==> src/core/mcfe_map.vh <==
// Constants for the Manchester current frame encoder: register map,
// field positions, reset values, protocol codes and timing figures.
// Assumes a 200 MHz core clock; included by its bare name.
`ifndef MCFE_MAP_VH
`define MCFE_MAP_VH

// Register byte offsets (one aligned 32-bit word each)
`define MCFE_OFS_CTRL 8'h00
`define MCFE_OFS_MEAS 8'h04
`define MCFE_OFS_INFO 8'h08
`define MCFE_OFS_STATUS 8'h0c

// Control register fields
`define MCFE_CTRL_RATE 0
`define MCFE_CTRL_PSEL_LO 4
`define MCFE_CTRL_PSEL_HI 6
`define MCFE_CTRL_INFO 8
`define MCFE_CTRL_OK 9
`define MCFE_CTRL_CNT_LO 16
`define MCFE_CTRL_CNT_HI 23
`define MCFE_CTRL_MASK 32'h00ff0371
`define MCFE_CTRL_RST 32'h00040010

// Protocol selector codes that enable this encoder
`define MCFE_PSEL_MANCH_A 3'h1
`define MCFE_PSEL_MANCH_B 3'h2

// Frame layout
`define MCFE_LAST_BIT 4'hc
`define MCFE_LAST_FRAME 2'h3
`define MCFE_START_BITS 2'h0
`define MCFE_MFG_TAG 2'h1
`define MCFE_INIT_INFO_POS 3

// AXI responses
`define MCFE_RESP_OKAY 2'h0
`define MCFE_RESP_SLVERR 2'h2

// Timing
`define MCFE_CLK_PERIOD_PS 5000
`define MCFE_PS_PER_NS 1000
`define MCFE_PS_PER_US 1000000
`define MCFE_PKG_TIME_1K_US 1000
`define MCFE_PKG_TIME_2K_US 500
`define MCFE_HALF_BIT_NS 4000
`define MCFE_FRAME_GAP_NS 10000
`define MCFE_TMR_W 18

`endif

==> src/core/mcfe_frame_encoder.v <==
// Manchester current frame encoder with AXI4-Lite register access.
// Assumes one 200 MHz clock, synchronous active-low reset from power-on
// reset, and a supply_ok level synchronous to the clock.
//
// Overview of operation
// - every bit carries a mid-bit transition for receiver synchronisation.
// - a one bit gives a falling current edge at mid-bit.
// - a zero bit gives a rising current edge at mid-bit.
// - each frame is exactly thirteen bits.
// - every frame starts with two zero start bits.
// - a two-bit frame label follows the start bits.
// - four frames form a package; the rate counts packages.
// - a parity bit ends every frame.
// - parity is odd for manufacturing packages, even for measurement ones.
// - package rate selectable between 1 kHz and 2 kHz.
// - one-way link; the device alone times all transmissions.
// - bits are sent by switching between low and high current.
// - between packages the output stays at low current.
// - the encoder makes all message timing and drives the output.
// - a three-bit protocol selector enables only the Manchester modes.
// - an eight-bit count sets startup manufacturing packages.
// - a package information bit is inserted into measurement packages and the first manufacturing package.
// - labels are 11, 10, 01, 00 for frames one to four.
// - manufacturing parity makes the frame's count of ones odd.
// - manufacturing packages only after reset; supply dips resume measurement.
`timescale 1ns/1ps
`include "mcfe_map.vh"

module mcfe_frame_encoder #(
  parameter PKG_CYCLES_1K = (`MCFE_PKG_TIME_1K_US * `MCFE_PS_PER_US) / `MCFE_CLK_PERIOD_PS,
  parameter PKG_CYCLES_2K = (`MCFE_PKG_TIME_2K_US * `MCFE_PS_PER_US) / `MCFE_CLK_PERIOD_PS,
  parameter HALF_BIT_CYCLES = (`MCFE_HALF_BIT_NS * `MCFE_PS_PER_NS) / `MCFE_CLK_PERIOD_PS,
  parameter GAP_CYCLES = (`MCFE_FRAME_GAP_NS * `MCFE_PS_PER_NS) / `MCFE_CLK_PERIOD_PS
)
(
  // Clock and reset
  input wire aclk,
  input wire aresetn,
  // AXI4-Lite write address
  input wire [7:0] s_axi_awaddr,
  input wire s_axi_awvalid,
  output reg s_axi_awready,
  // AXI4-Lite write data
  input wire [31:0] s_axi_wdata,
  input wire [3:0] s_axi_wstrb,
  input wire s_axi_wvalid,
  output reg s_axi_wready,
  // AXI4-Lite write response
  output reg [1:0] s_axi_bresp,
  output reg s_axi_bvalid,
  input wire s_axi_bready,
  // AXI4-Lite read address
  input wire [7:0] s_axi_araddr,
  input wire s_axi_arvalid,
  output reg s_axi_arready,
  // AXI4-Lite read data
  output reg [31:0] s_axi_rdata,
  output reg [1:0] s_axi_rresp,
  output reg s_axi_rvalid,
  input wire s_axi_rready,
  // Supply monitor, low during a dip above the reset threshold
  input wire supply_ok,
  // Current modulation output
  output wire tx_current_high,
  output reg tx_active
);

  localparam ST_IDLE = 3'h1;
  localparam ST_BIT = 3'h2;
  localparam ST_GAP = 3'h4;
  localparam [`MCFE_TMR_W-1:0] PKG_LAST_1K = PKG_CYCLES_1K[`MCFE_TMR_W-1:0] - 1'b1;
  localparam [`MCFE_TMR_W-1:0] PKG_LAST_2K = PKG_CYCLES_2K[`MCFE_TMR_W-1:0] - 1'b1;
  localparam [`MCFE_TMR_W-1:0] HALF_LAST = HALF_BIT_CYCLES[`MCFE_TMR_W-1:0] - 1'b1;
  localparam [`MCFE_TMR_W-1:0] GAP_LAST = GAP_CYCLES[`MCFE_TMR_W-1:0] - 1'b1;

  reg [31:0] ctrl;
  reg [31:0] meas_data;
  reg [31:0] info_data;
  reg aw_held;
  reg w_held;
  reg [7:0] aw_addr;
  reg [31:0] w_data;
  reg [3:0] w_strb;
  reg [2:0] st;
  reg [`MCFE_TMR_W-1:0] pkg_tmr;
  reg [`MCFE_TMR_W-1:0] tmr;
  reg half;
  reg [3:0] bit_idx;
  reg [1:0] frame_idx;
  reg [12:0] shifter;
  reg [31:0] pkg_data;
  reg pkg_is_mfg;
  reg [7:0] manuf_left;
  reg [4:0] pkg_counter;
  reg load_pending;
  reg [7:0] cur_byte;
  reg [31:0] rd_mux;

  ////////////////////////////////////////////////////////////////////////////
  // Control decode

  wire [2:0] protocol = ctrl[`MCFE_CTRL_PSEL_HI:`MCFE_CTRL_PSEL_LO];
  wire enabled = (protocol == `MCFE_PSEL_MANCH_A) | (protocol == `MCFE_PSEL_MANCH_B);
  wire info_bit = ctrl[`MCFE_CTRL_INFO];
  wire [`MCFE_TMR_W-1:0] pkg_last = ctrl[`MCFE_CTRL_RATE] ? PKG_LAST_2K : PKG_LAST_1K;
  // Compare with >= so a switch to the faster rate never lets the timer run past its wrap point
  wire pkg_tick = (pkg_tmr >= pkg_last);

  ////////////////////////////////////////////////////////////////////////////
  // Package and frame assembly

  wire start_pkg = pkg_tick & st[0] & enabled & supply_ok & ~load_pending;
  wire start_mfg = (manuf_left != 8'h00);
  wire [7:0] init_info = {info_data[23:20], info_bit, info_data[18:16]};
  wire [7:0] mfg_f2 = (pkg_counter == 5'h00) ? init_info : info_data[23:16];
  wire [31:0] mfg_pkg = {`MCFE_MFG_TAG, ctrl[`MCFE_CTRL_OK], pkg_counter, mfg_f2, info_data[15:0]};
  wire [31:0] meas_pkg = {info_bit, meas_data[30:0]};
  wire [31:0] new_pkg = start_mfg ? mfg_pkg : meas_pkg;
  wire tmr_end_half = st[1] & (tmr == HALF_LAST);
  wire gap_end = st[2] & (tmr == GAP_LAST);
  wire last_bit = (bit_idx == `MCFE_LAST_BIT);
  wire last_frame = (frame_idx == `MCFE_LAST_FRAME);
  wire next_frame = gap_end & ~last_frame;
  wire frame_start = start_pkg | next_frame;
  wire [1:0] next_frame_idx = start_pkg ? 2'h0 : frame_idx + 2'h1;
  wire [31:0] next_data = start_pkg ? new_pkg : pkg_data;
  wire next_mfg = start_pkg ? start_mfg : pkg_is_mfg;
  // Label is the inverted frame index: 11, 10, 01, 00
  wire [11:0] frame_body = {`MCFE_START_BITS, ~next_frame_idx, cur_byte};
  // Odd total ones for manufacturing, even for measurement
  wire parity = next_mfg ? ~^frame_body : ^frame_body;
  wire [12:0] frame_word = {frame_body, parity};
  wire abort = ~supply_ok & ~st[0];

  always @*
  begin
    case (next_frame_idx)
      2'h0: cur_byte = next_data[31:24];
      2'h1: cur_byte = next_data[23:16];
      2'h2: cur_byte = next_data[15:8];
      default: cur_byte = next_data[7:0];
    endcase
  end

  // Strobes to the line coder
  wire bit_load = frame_start | (tmr_end_half & half & ~last_bit);
  wire bit_value = frame_start ? frame_word[12] : shifter[11];
  wire mid_bit = tmr_end_half & ~half;
  wire go_idle = abort | (tmr_end_half & half & last_bit);

  mcfe_manchester_bit u_line
  (
    .aclk(aclk),
    .aresetn(aresetn),
    .bit_load(bit_load),
    .bit_value(bit_value),
    .mid_bit(mid_bit),
    .go_idle(go_idle),
    .current_high(tx_current_high)
  );

  ////////////////////////////////////////////////////////////////////////////
  // Package timer, free running so the device owns the repetition rate

  always @(posedge aclk)
  begin
    if (!aresetn)
      pkg_tmr <= {`MCFE_TMR_W{1'b0}};
    else if (pkg_tick)
      pkg_tmr <= {`MCFE_TMR_W{1'b0}};
    else
      pkg_tmr <= pkg_tmr + 1'b1;
  end

  ////////////////////////////////////////////////////////////////////////////
  // Framer state machine

  always @(posedge aclk)
  begin
    if (!aresetn)
    begin
      st <= ST_IDLE;
      tmr <= {`MCFE_TMR_W{1'b0}};
      half <= 1'b0;
      bit_idx <= 4'h0;
      frame_idx <= 2'h0;
      shifter <= 13'h0000;
      pkg_data <= 32'h00000000;
      pkg_is_mfg <= 1'b0;
      tx_active <= 1'b0;
    end
    else if (abort)
    begin
      st <= ST_IDLE;
      tx_active <= 1'b0;
    end
    else if (frame_start)
    begin
      st <= ST_BIT;
      tmr <= {`MCFE_TMR_W{1'b0}};
      half <= 1'b0;
      bit_idx <= 4'h0;
      frame_idx <= next_frame_idx;
      shifter <= frame_word;
      pkg_data <= next_data;
      pkg_is_mfg <= next_mfg;
      tx_active <= 1'b1;
    end
    else
    begin
      case (st)
        ST_BIT:
        begin
          if (tmr_end_half)
          begin
            tmr <= {`MCFE_TMR_W{1'b0}};
            half <= ~half;
            if (half & last_bit)
              st <= ST_GAP;
            else if (half)
            begin
              bit_idx <= bit_idx + 4'h1;
              shifter <= {shifter[11:0], 1'b0};
            end
          end
          else
            tmr <= tmr + 1'b1;
        end
        ST_GAP:
        begin
          if (gap_end)
          begin
            // Last frame done: wait at low current for the next package tick
            st <= ST_IDLE;
            tx_active <= 1'b0;
            tmr <= {`MCFE_TMR_W{1'b0}};
          end
          else
            tmr <= tmr + 1'b1;
        end
        ST_IDLE:
          tmr <= {`MCFE_TMR_W{1'b0}};
        default:
          st <= ST_IDLE;
      endcase
    end
  end

  ////////////////////////////////////////////////////////////////////////////
  // Startup manufacturing sequence; the count is taken once after reset
  // release, so a supply dip never restarts it

  always @(posedge aclk)
  begin
    if (!aresetn)
    begin
      load_pending <= 1'b1;
      manuf_left <= 8'h00;
      pkg_counter <= 5'h00;
    end
    else if (load_pending)
    begin
      load_pending <= 1'b0;
      manuf_left <= ctrl[`MCFE_CTRL_CNT_HI:`MCFE_CTRL_CNT_LO];
    end
    else if (~supply_ok)
      manuf_left <= 8'h00;
    else if (start_pkg & start_mfg)
    begin
      manuf_left <= manuf_left - 8'h01;
      pkg_counter <= pkg_counter + 5'h01;
    end
  end

  ////////////////////////////////////////////////////////////////////////////
  // AXI4-Lite slave

  function [31:0] merge;
    input [31:0] old_val;
    input [31:0] new_val;
    input [3:0] strb;
    integer i;
    begin
      merge = old_val;
      for (i = 0; i < 4; i = i + 1)
        if (strb[i])
          merge[i*8 +: 8] = new_val[i*8 +: 8];
    end
  endfunction

  wire do_write = aw_held & w_held & ~s_axi_bvalid;
  wire [7:0] wr_ofs = {aw_addr[7:2], 2'b00};
  wire [7:0] rd_ofs = {s_axi_araddr[7:2], 2'b00};
  wire wr_hit = (wr_ofs == `MCFE_OFS_CTRL) | (wr_ofs == `MCFE_OFS_MEAS) | (wr_ofs == `MCFE_OFS_INFO);
  wire wr_hit_rd = (rd_ofs == `MCFE_OFS_CTRL) | (rd_ofs == `MCFE_OFS_MEAS) | (rd_ofs == `MCFE_OFS_INFO);
  wire rd_hit = wr_hit_rd | (rd_ofs == `MCFE_OFS_STATUS);
  wire [31:0] status = {8'h00, manuf_left, 3'h0, pkg_counter, 2'h0, frame_idx, 1'b0, start_mfg, tx_active, ~st[0]};

  always @*
  begin
    case (rd_ofs)
      `MCFE_OFS_CTRL: rd_mux = ctrl;
      `MCFE_OFS_MEAS: rd_mux = meas_data;
      `MCFE_OFS_INFO: rd_mux = info_data;
      `MCFE_OFS_STATUS: rd_mux = status;
      default: rd_mux = 32'h00000000;
    endcase
  end

  always @(posedge aclk)
  begin
    if (!aresetn)
    begin
      s_axi_awready <= 1'b1;
      s_axi_wready <= 1'b1;
      s_axi_bvalid <= 1'b0;
      s_axi_bresp <= `MCFE_RESP_OKAY;
      aw_held <= 1'b0;
      w_held <= 1'b0;
      aw_addr <= 8'h00;
      w_data <= 32'h00000000;
      w_strb <= 4'h0;
      ctrl <= `MCFE_CTRL_RST;
      meas_data <= 32'h00000000;
      info_data <= 32'h00000000;
    end
    else
    begin
      if (s_axi_awvalid & s_axi_awready)
      begin
        aw_held <= 1'b1;
        aw_addr <= s_axi_awaddr;
        s_axi_awready <= 1'b0;
      end
      if (s_axi_wvalid & s_axi_wready)
      begin
        w_held <= 1'b1;
        w_data <= s_axi_wdata;
        w_strb <= s_axi_wstrb;
        s_axi_wready <= 1'b0;
      end
      if (do_write)
      begin
        aw_held <= 1'b0;
        w_held <= 1'b0;
        s_axi_bvalid <= 1'b1;
        s_axi_bresp <= wr_hit ? `MCFE_RESP_OKAY : `MCFE_RESP_SLVERR;
        if (wr_ofs == `MCFE_OFS_CTRL)
          ctrl <= merge(ctrl, w_data, w_strb) & `MCFE_CTRL_MASK;
        if (wr_ofs == `MCFE_OFS_MEAS)
          meas_data <= merge(meas_data, w_data, w_strb);
        if (wr_ofs == `MCFE_OFS_INFO)
          info_data <= merge(info_data, w_data, w_strb);
      end
      if (s_axi_bvalid & s_axi_bready)
      begin
        s_axi_bvalid <= 1'b0;
        s_axi_awready <= 1'b1;
        s_axi_wready <= 1'b1;
      end
    end
  end

  always @(posedge aclk)
  begin
    if (!aresetn)
    begin
      s_axi_arready <= 1'b1;
      s_axi_rvalid <= 1'b0;
      s_axi_rdata <= 32'h00000000;
      s_axi_rresp <= `MCFE_RESP_OKAY;
    end
    else if (s_axi_arvalid & s_axi_arready)
    begin
      s_axi_arready <= 1'b0;
      s_axi_rvalid <= 1'b1;
      s_axi_rdata <= rd_mux;
      s_axi_rresp <= rd_hit ? `MCFE_RESP_OKAY : `MCFE_RESP_SLVERR;
    end
    else if (s_axi_rvalid & s_axi_rready)
    begin
      s_axi_rvalid <= 1'b0;
      s_axi_arready <= 1'b1;
    end
  end

endmodule // mcfe_frame_encoder

==> src/core/mcfe_manchester_bit.v <==
// Manchester line level generator for one current-modulated output.
// Assumes the framer gives one-cycle strobes at bit start, mid-bit and idle.
`timescale 1ns/1ps

module mcfe_manchester_bit
(
  // Clock and reset
  input wire aclk,
  input wire aresetn,
  // Strobes from the framer
  input wire bit_load,
  input wire bit_value,
  input wire mid_bit,
  input wire go_idle,
  // Line level, 1 = high current
  output reg current_high
);

  ////////////////////////////////////////////////////////////////////////////
  // A one starts high and falls at mid-bit, a zero starts low and rises,
  // so every bit has its mid edge regardless of the neighbouring bits
  always @(posedge aclk)
  begin
    if (!aresetn)
      current_high <= 1'b0;
    else if (go_idle)
      current_high <= 1'b0;
    else if (bit_load)
      current_high <= bit_value;
    else if (mid_bit)
      current_high <= ~current_high;
  end

endmodule // mcfe_manchester_bit

==> config.mk <==
export PLATFORM = sky130hd
export DESIGN_NAME = mcfe_frame_encoder
export DESIGN_NICKNAME = d
export VERILOG_FILES = /design/src/core/mcfe_frame_encoder.v /design/src/core/mcfe_manchester_bit.v
export VERILOG_INCLUDE_DIRS = /design/src /design/src/core
export SDC_FILE = /design/constraint.sdc
export NUM_CORES = 1
export LEC_CHECK = 0
export ABC_AREA = 1
export BUFFER_PORTS_ARGS = -buffer_cell sky130_fd_sc_hd__clkbuf_2
export CAP_MARGIN = 25
export CORE_ASPECT_RATIO = 0.7
export CORE_MARGIN = 1
export CORE_UTILIZATION = 47
export DETAILED_ROUTE_END_ITERATION = 6
export PLACE_DENSITY = 0.75
export SETUP_SLACK_MARGIN = 0.5
export SYNTH_ARGS = -nofsm -noshare
export SYNTH_HDL_FRONTEND = slang
export SYNTH_SLANG_ARGS = --single-unit
==> constraint.sdc <==
create_clock -name aclk -period 7 [get_ports aclk]
set_input_delay 1.05 -clock aclk [delete_from_list [all_inputs] [get_ports aclk]]
set_output_delay 1.05 -clock aclk [all_outputs]
set_load 0.1 [all_outputs]
==> metrics.md <==
| Metric | Value |
|---|---|
| Initial drt markers | around 950 |
| Max Fclk | ~0.20 GHz |
| Req. time, crit path | between 7000 and 8000 ps |
| Nets | between 1500 and 2000 |
| All-layer global routing usage | between 20% and 30% |
| Slew Limit Fails | 0 |
| Yosys top cell area share | approximately 44% |
| Critical path data arrival time | 5380 ps |
| Largest net degree at the start of global routing | around 90 |
| Ports | ~100 |
| Die area | around 27000 sq um |
| CTS root buffer | clkbuf_16 |
| Routed len/inst | 14.9 um |
| CTS buffer count | 26 |
| Status | finished clean |
| Final Util | a little over half |
| Deepest clock path buffer count | 3 |
| Seq. cell area | approximately 5400 sq um |
| Total chip power | 3.15 mW |
| Least-Margin Pin Slew | 1020 ps |
| Site row count | between 40 and 50 |
| Critical path's slowest cell | nand2_4 |
| DRT Wirelength | 31.7 mm |
| Final period utilization | a little over two thirds |
| #FFs+latches synth | ~270 |
| Core area | roughly 25000 sq um |
| Crit path max fanout | 37 |
| CP max stage delay | around 600 ps |
| Max Cap Viol | 0 |
| Post-DRT Antenna Nets | 0 |
| Async S/R FF share, synth | 0% |
| DRT Pass-1 Iters | 6 |
| Endpoints failing setup | 0 |
| CTS tree | yes |
| Worst-path clk slew | around 60 ps |
| Hold buffer count at cts | 0 |
| RSZ-0062 raised after global routing | false |
| Layout cells sized above 1 | 9.60% |
| Clock latency on the worst-skew pair | between 500 and 600 ps |
| Crit. End Element | flop |
| Vias in the first global route | approximately 11000 |
| Initial antenna violation count | 0 |
| Post-route insts no fill | between 2000 and 2500 |
| Setup TNS | 0 ps |
| Synth Cell Area | 12200 sq um |
| Placer Congestion | 0.886 |
| Clk_skew | between 10 and 15 ps |
| Slew headroom | 31.4% |
| Vias | around 11000 |
| Final hold slack | 451 ps |
| DPL Wire Length | about 22 mm |
| Fillers | about 2400 |
| Largest cells by area after synthesis | dfxtp_1 44%, nand2_1 10%, o21ai_0 7.6% |
| Cts repair resizes | 0 |
| Area delta synth->final | 12.1% |
| Initial Util | between 40% and 50% |
| WS Path Type | flop to flop |
| Most frequent CP cell | nand2_1 |
| Setup Buffers After CTS | 0 |
| Lkg Pwr | 5.51 nW |
| Worst Hold Class | flop to flop |
| Die height | 137 um |
| Yosys cell types | 49 |
| Vias per inst | around 5.4 |
| Minimum clock period | just under 5000 ps |
| Die boundary width | roughly 200 um |
| Startpoint Class | flop |
| Dpl cells | slightly above 2000 |
| Max VDD drop | 160 uV |
| Pwr dens | ~230 nW/um^2 |
| Mapped Cells | between 1500 and 2000 |
| Count of buffers from port buffering | 96 |
| Mapped Avg Cell Area | ~7 sq um |
| First-pass GRT wire length | around 53 mm |
| Total grt overflow | 0 |
| DRC | 0 |
| Count of flip-flops with a built-in enable after synthesis | 0 |
| Most used DFF post-synth | dfxtp_1 |
| Ant. Diodes | 0 |
| Multi-input logic area | 5730 sq um |
| CTS H-tree depth | 1 |
| Post-synth top area cell | dfxtp_1 |
| Num Clock Sinks | about 270 |
| Final Hold Fails | 0 |
| Yosys warns | 0 |
| Sequential share of the synthesized area | between 40% and 50% |
[synth_stat cells (all sizes together), types with 2 or more instances]
| cell | number |
|---|---|
| clkinv | 4 |
| xor2 | 10 |
| xnor2 | 8 |
| nand3b | 2 |
| and3 | 4 |
| dfxtp | 268 |
| ha | 18 |
| nand3 | 70 |
| o21bai | 8 |
| inv | 198 |
| nand2 | 331 |
| a211oi | 13 |
| nor3b | 8 |
| buf | 16 |
| a22oi | 5 |
| a21oi | 180 |
| nor4 | 7 |
| o221ai | 7 |
| or2 | 3 |
| o22ai | 25 |
| clkbuf | 65 |
| o21a | 3 |
| o21ai | 187 |
| o211ai | 2 |
| nand4 | 14 |
| nor2 | 235 |
| a31oi | 2 |
| a221oi | 6 |
| nor3 | 27 |
[flip-flops by register name, indices dropped and copies added (netlist names), 2 cells and up]
| name | flops |
|---|---|
| w_data | 32 |
| pkg_tmr | 18 |
| tmr | 18 |
| bit_idx | 4 |
| s_axi_rdata | 32 |
| ctrl | 14 |
| meas_data | 32 |
| pkg_counter | 5 |
| st | 3 |
| w_strb | 4 |
| manuf_left | 8 |
| pkg_data | 32 |
| aw_addr | 6 |
| frame_idx | 2 |
| info_data | 32 |
| shifter | 12 |
[worst max-delay path: cells and delay by family, from the launching register on]
family                   cells  cell delay, ps
AO/OA/AOI/OAI                1             170
adder cells (fa/ha/maj)      2             540
buffers and inverters        5             870
flip-flops                   1             440
AND/OR/NAND/NOR             18            2790
[power by group]
part,switching [mW],internal (mW)
registers,0.0249,1.56
clock network,0.590,0.764
logic,0.155,0.0558
total,0.769,2.38
[through the flow]
step	setup WS (ps)	cell area, sq um
2_1_floorplan	3390	12200
3_3_place_gp	2260	12800
3_5_place_dp	2140	12800
4_1_cts	2130	13600
5_1_grt	1450	13700
6_report	2060	13700
[routing by layer]
layer  track usage (%)  vias to the layer above  wire length, um
met2              38.9                      388            13600
li1                  -                     5761                -
met1              34.3                     5260            15400
met5                 0                        -                0
met3              3.30                       47             2170
met4              5.78                        0              580
[path summary, 6_finish.rpt]
check / from / to / slack, ps / depth (start not counted)
max: ctrl[0]$_SDFFE_PN0P_ / shifter[0]$_SDFFE_PN0P_ / 2060 / 26
min: pkg_tmr[0]$_SDFF_PP0_ / pkg_tmr[0]$_SDFF_PP0_ / 450 / 1
max reg2reg: ctrl[0]$_SDFFE_PN0P_ / shifter[0]$_SDFFE_PN0P_ / 2060 / 26
min reg2reg: pkg_tmr[0]$_SDFF_PP0_ / pkg_tmr[0]$_SDFF_PP0_ / 450 / 1
[cells by family after synthesis]
kind of cell,share of synthesized area [%]
fa+ha+maj,1.85
compound gates,19.7
simple gates,24.0
xor+xnor,1.29
buf+inv,9.06
other cells,0.0308
flops,44.1
[cell usage in the layout, fill, tap and decap left out, types with 8 or more instances in the layout]
cell type	count
buf_4	10
dfxtp_1	268
nand2_1	327
inv_1	193
xnor2_1	8
xor2_1	10
nand4_1	13
nor2_1	231
clkbuf_16	26
nor3_1	27
nand3_1	69
a21oi_1	180
o22ai_1	24
o21ai_0	184
clkbuf_2	95
clkbuf_1	9
ha_1	18
a211oi_1	13
[layout make-up]
| type | instances | area share (%) |
|---|---|---|
| clock inverter | 5 | 0.312 |
| tap | 325 | 2.98 |
| multi-input combinational | 1180 | 42.0 |
| timing repair buffer | 106 | 4.18 |
| sequential | 268 | 39.3 |
| clock buffer | 42 | 5.72 |
| inverter | 202 | 5.55 |
(Power assumes the default switching activity.)
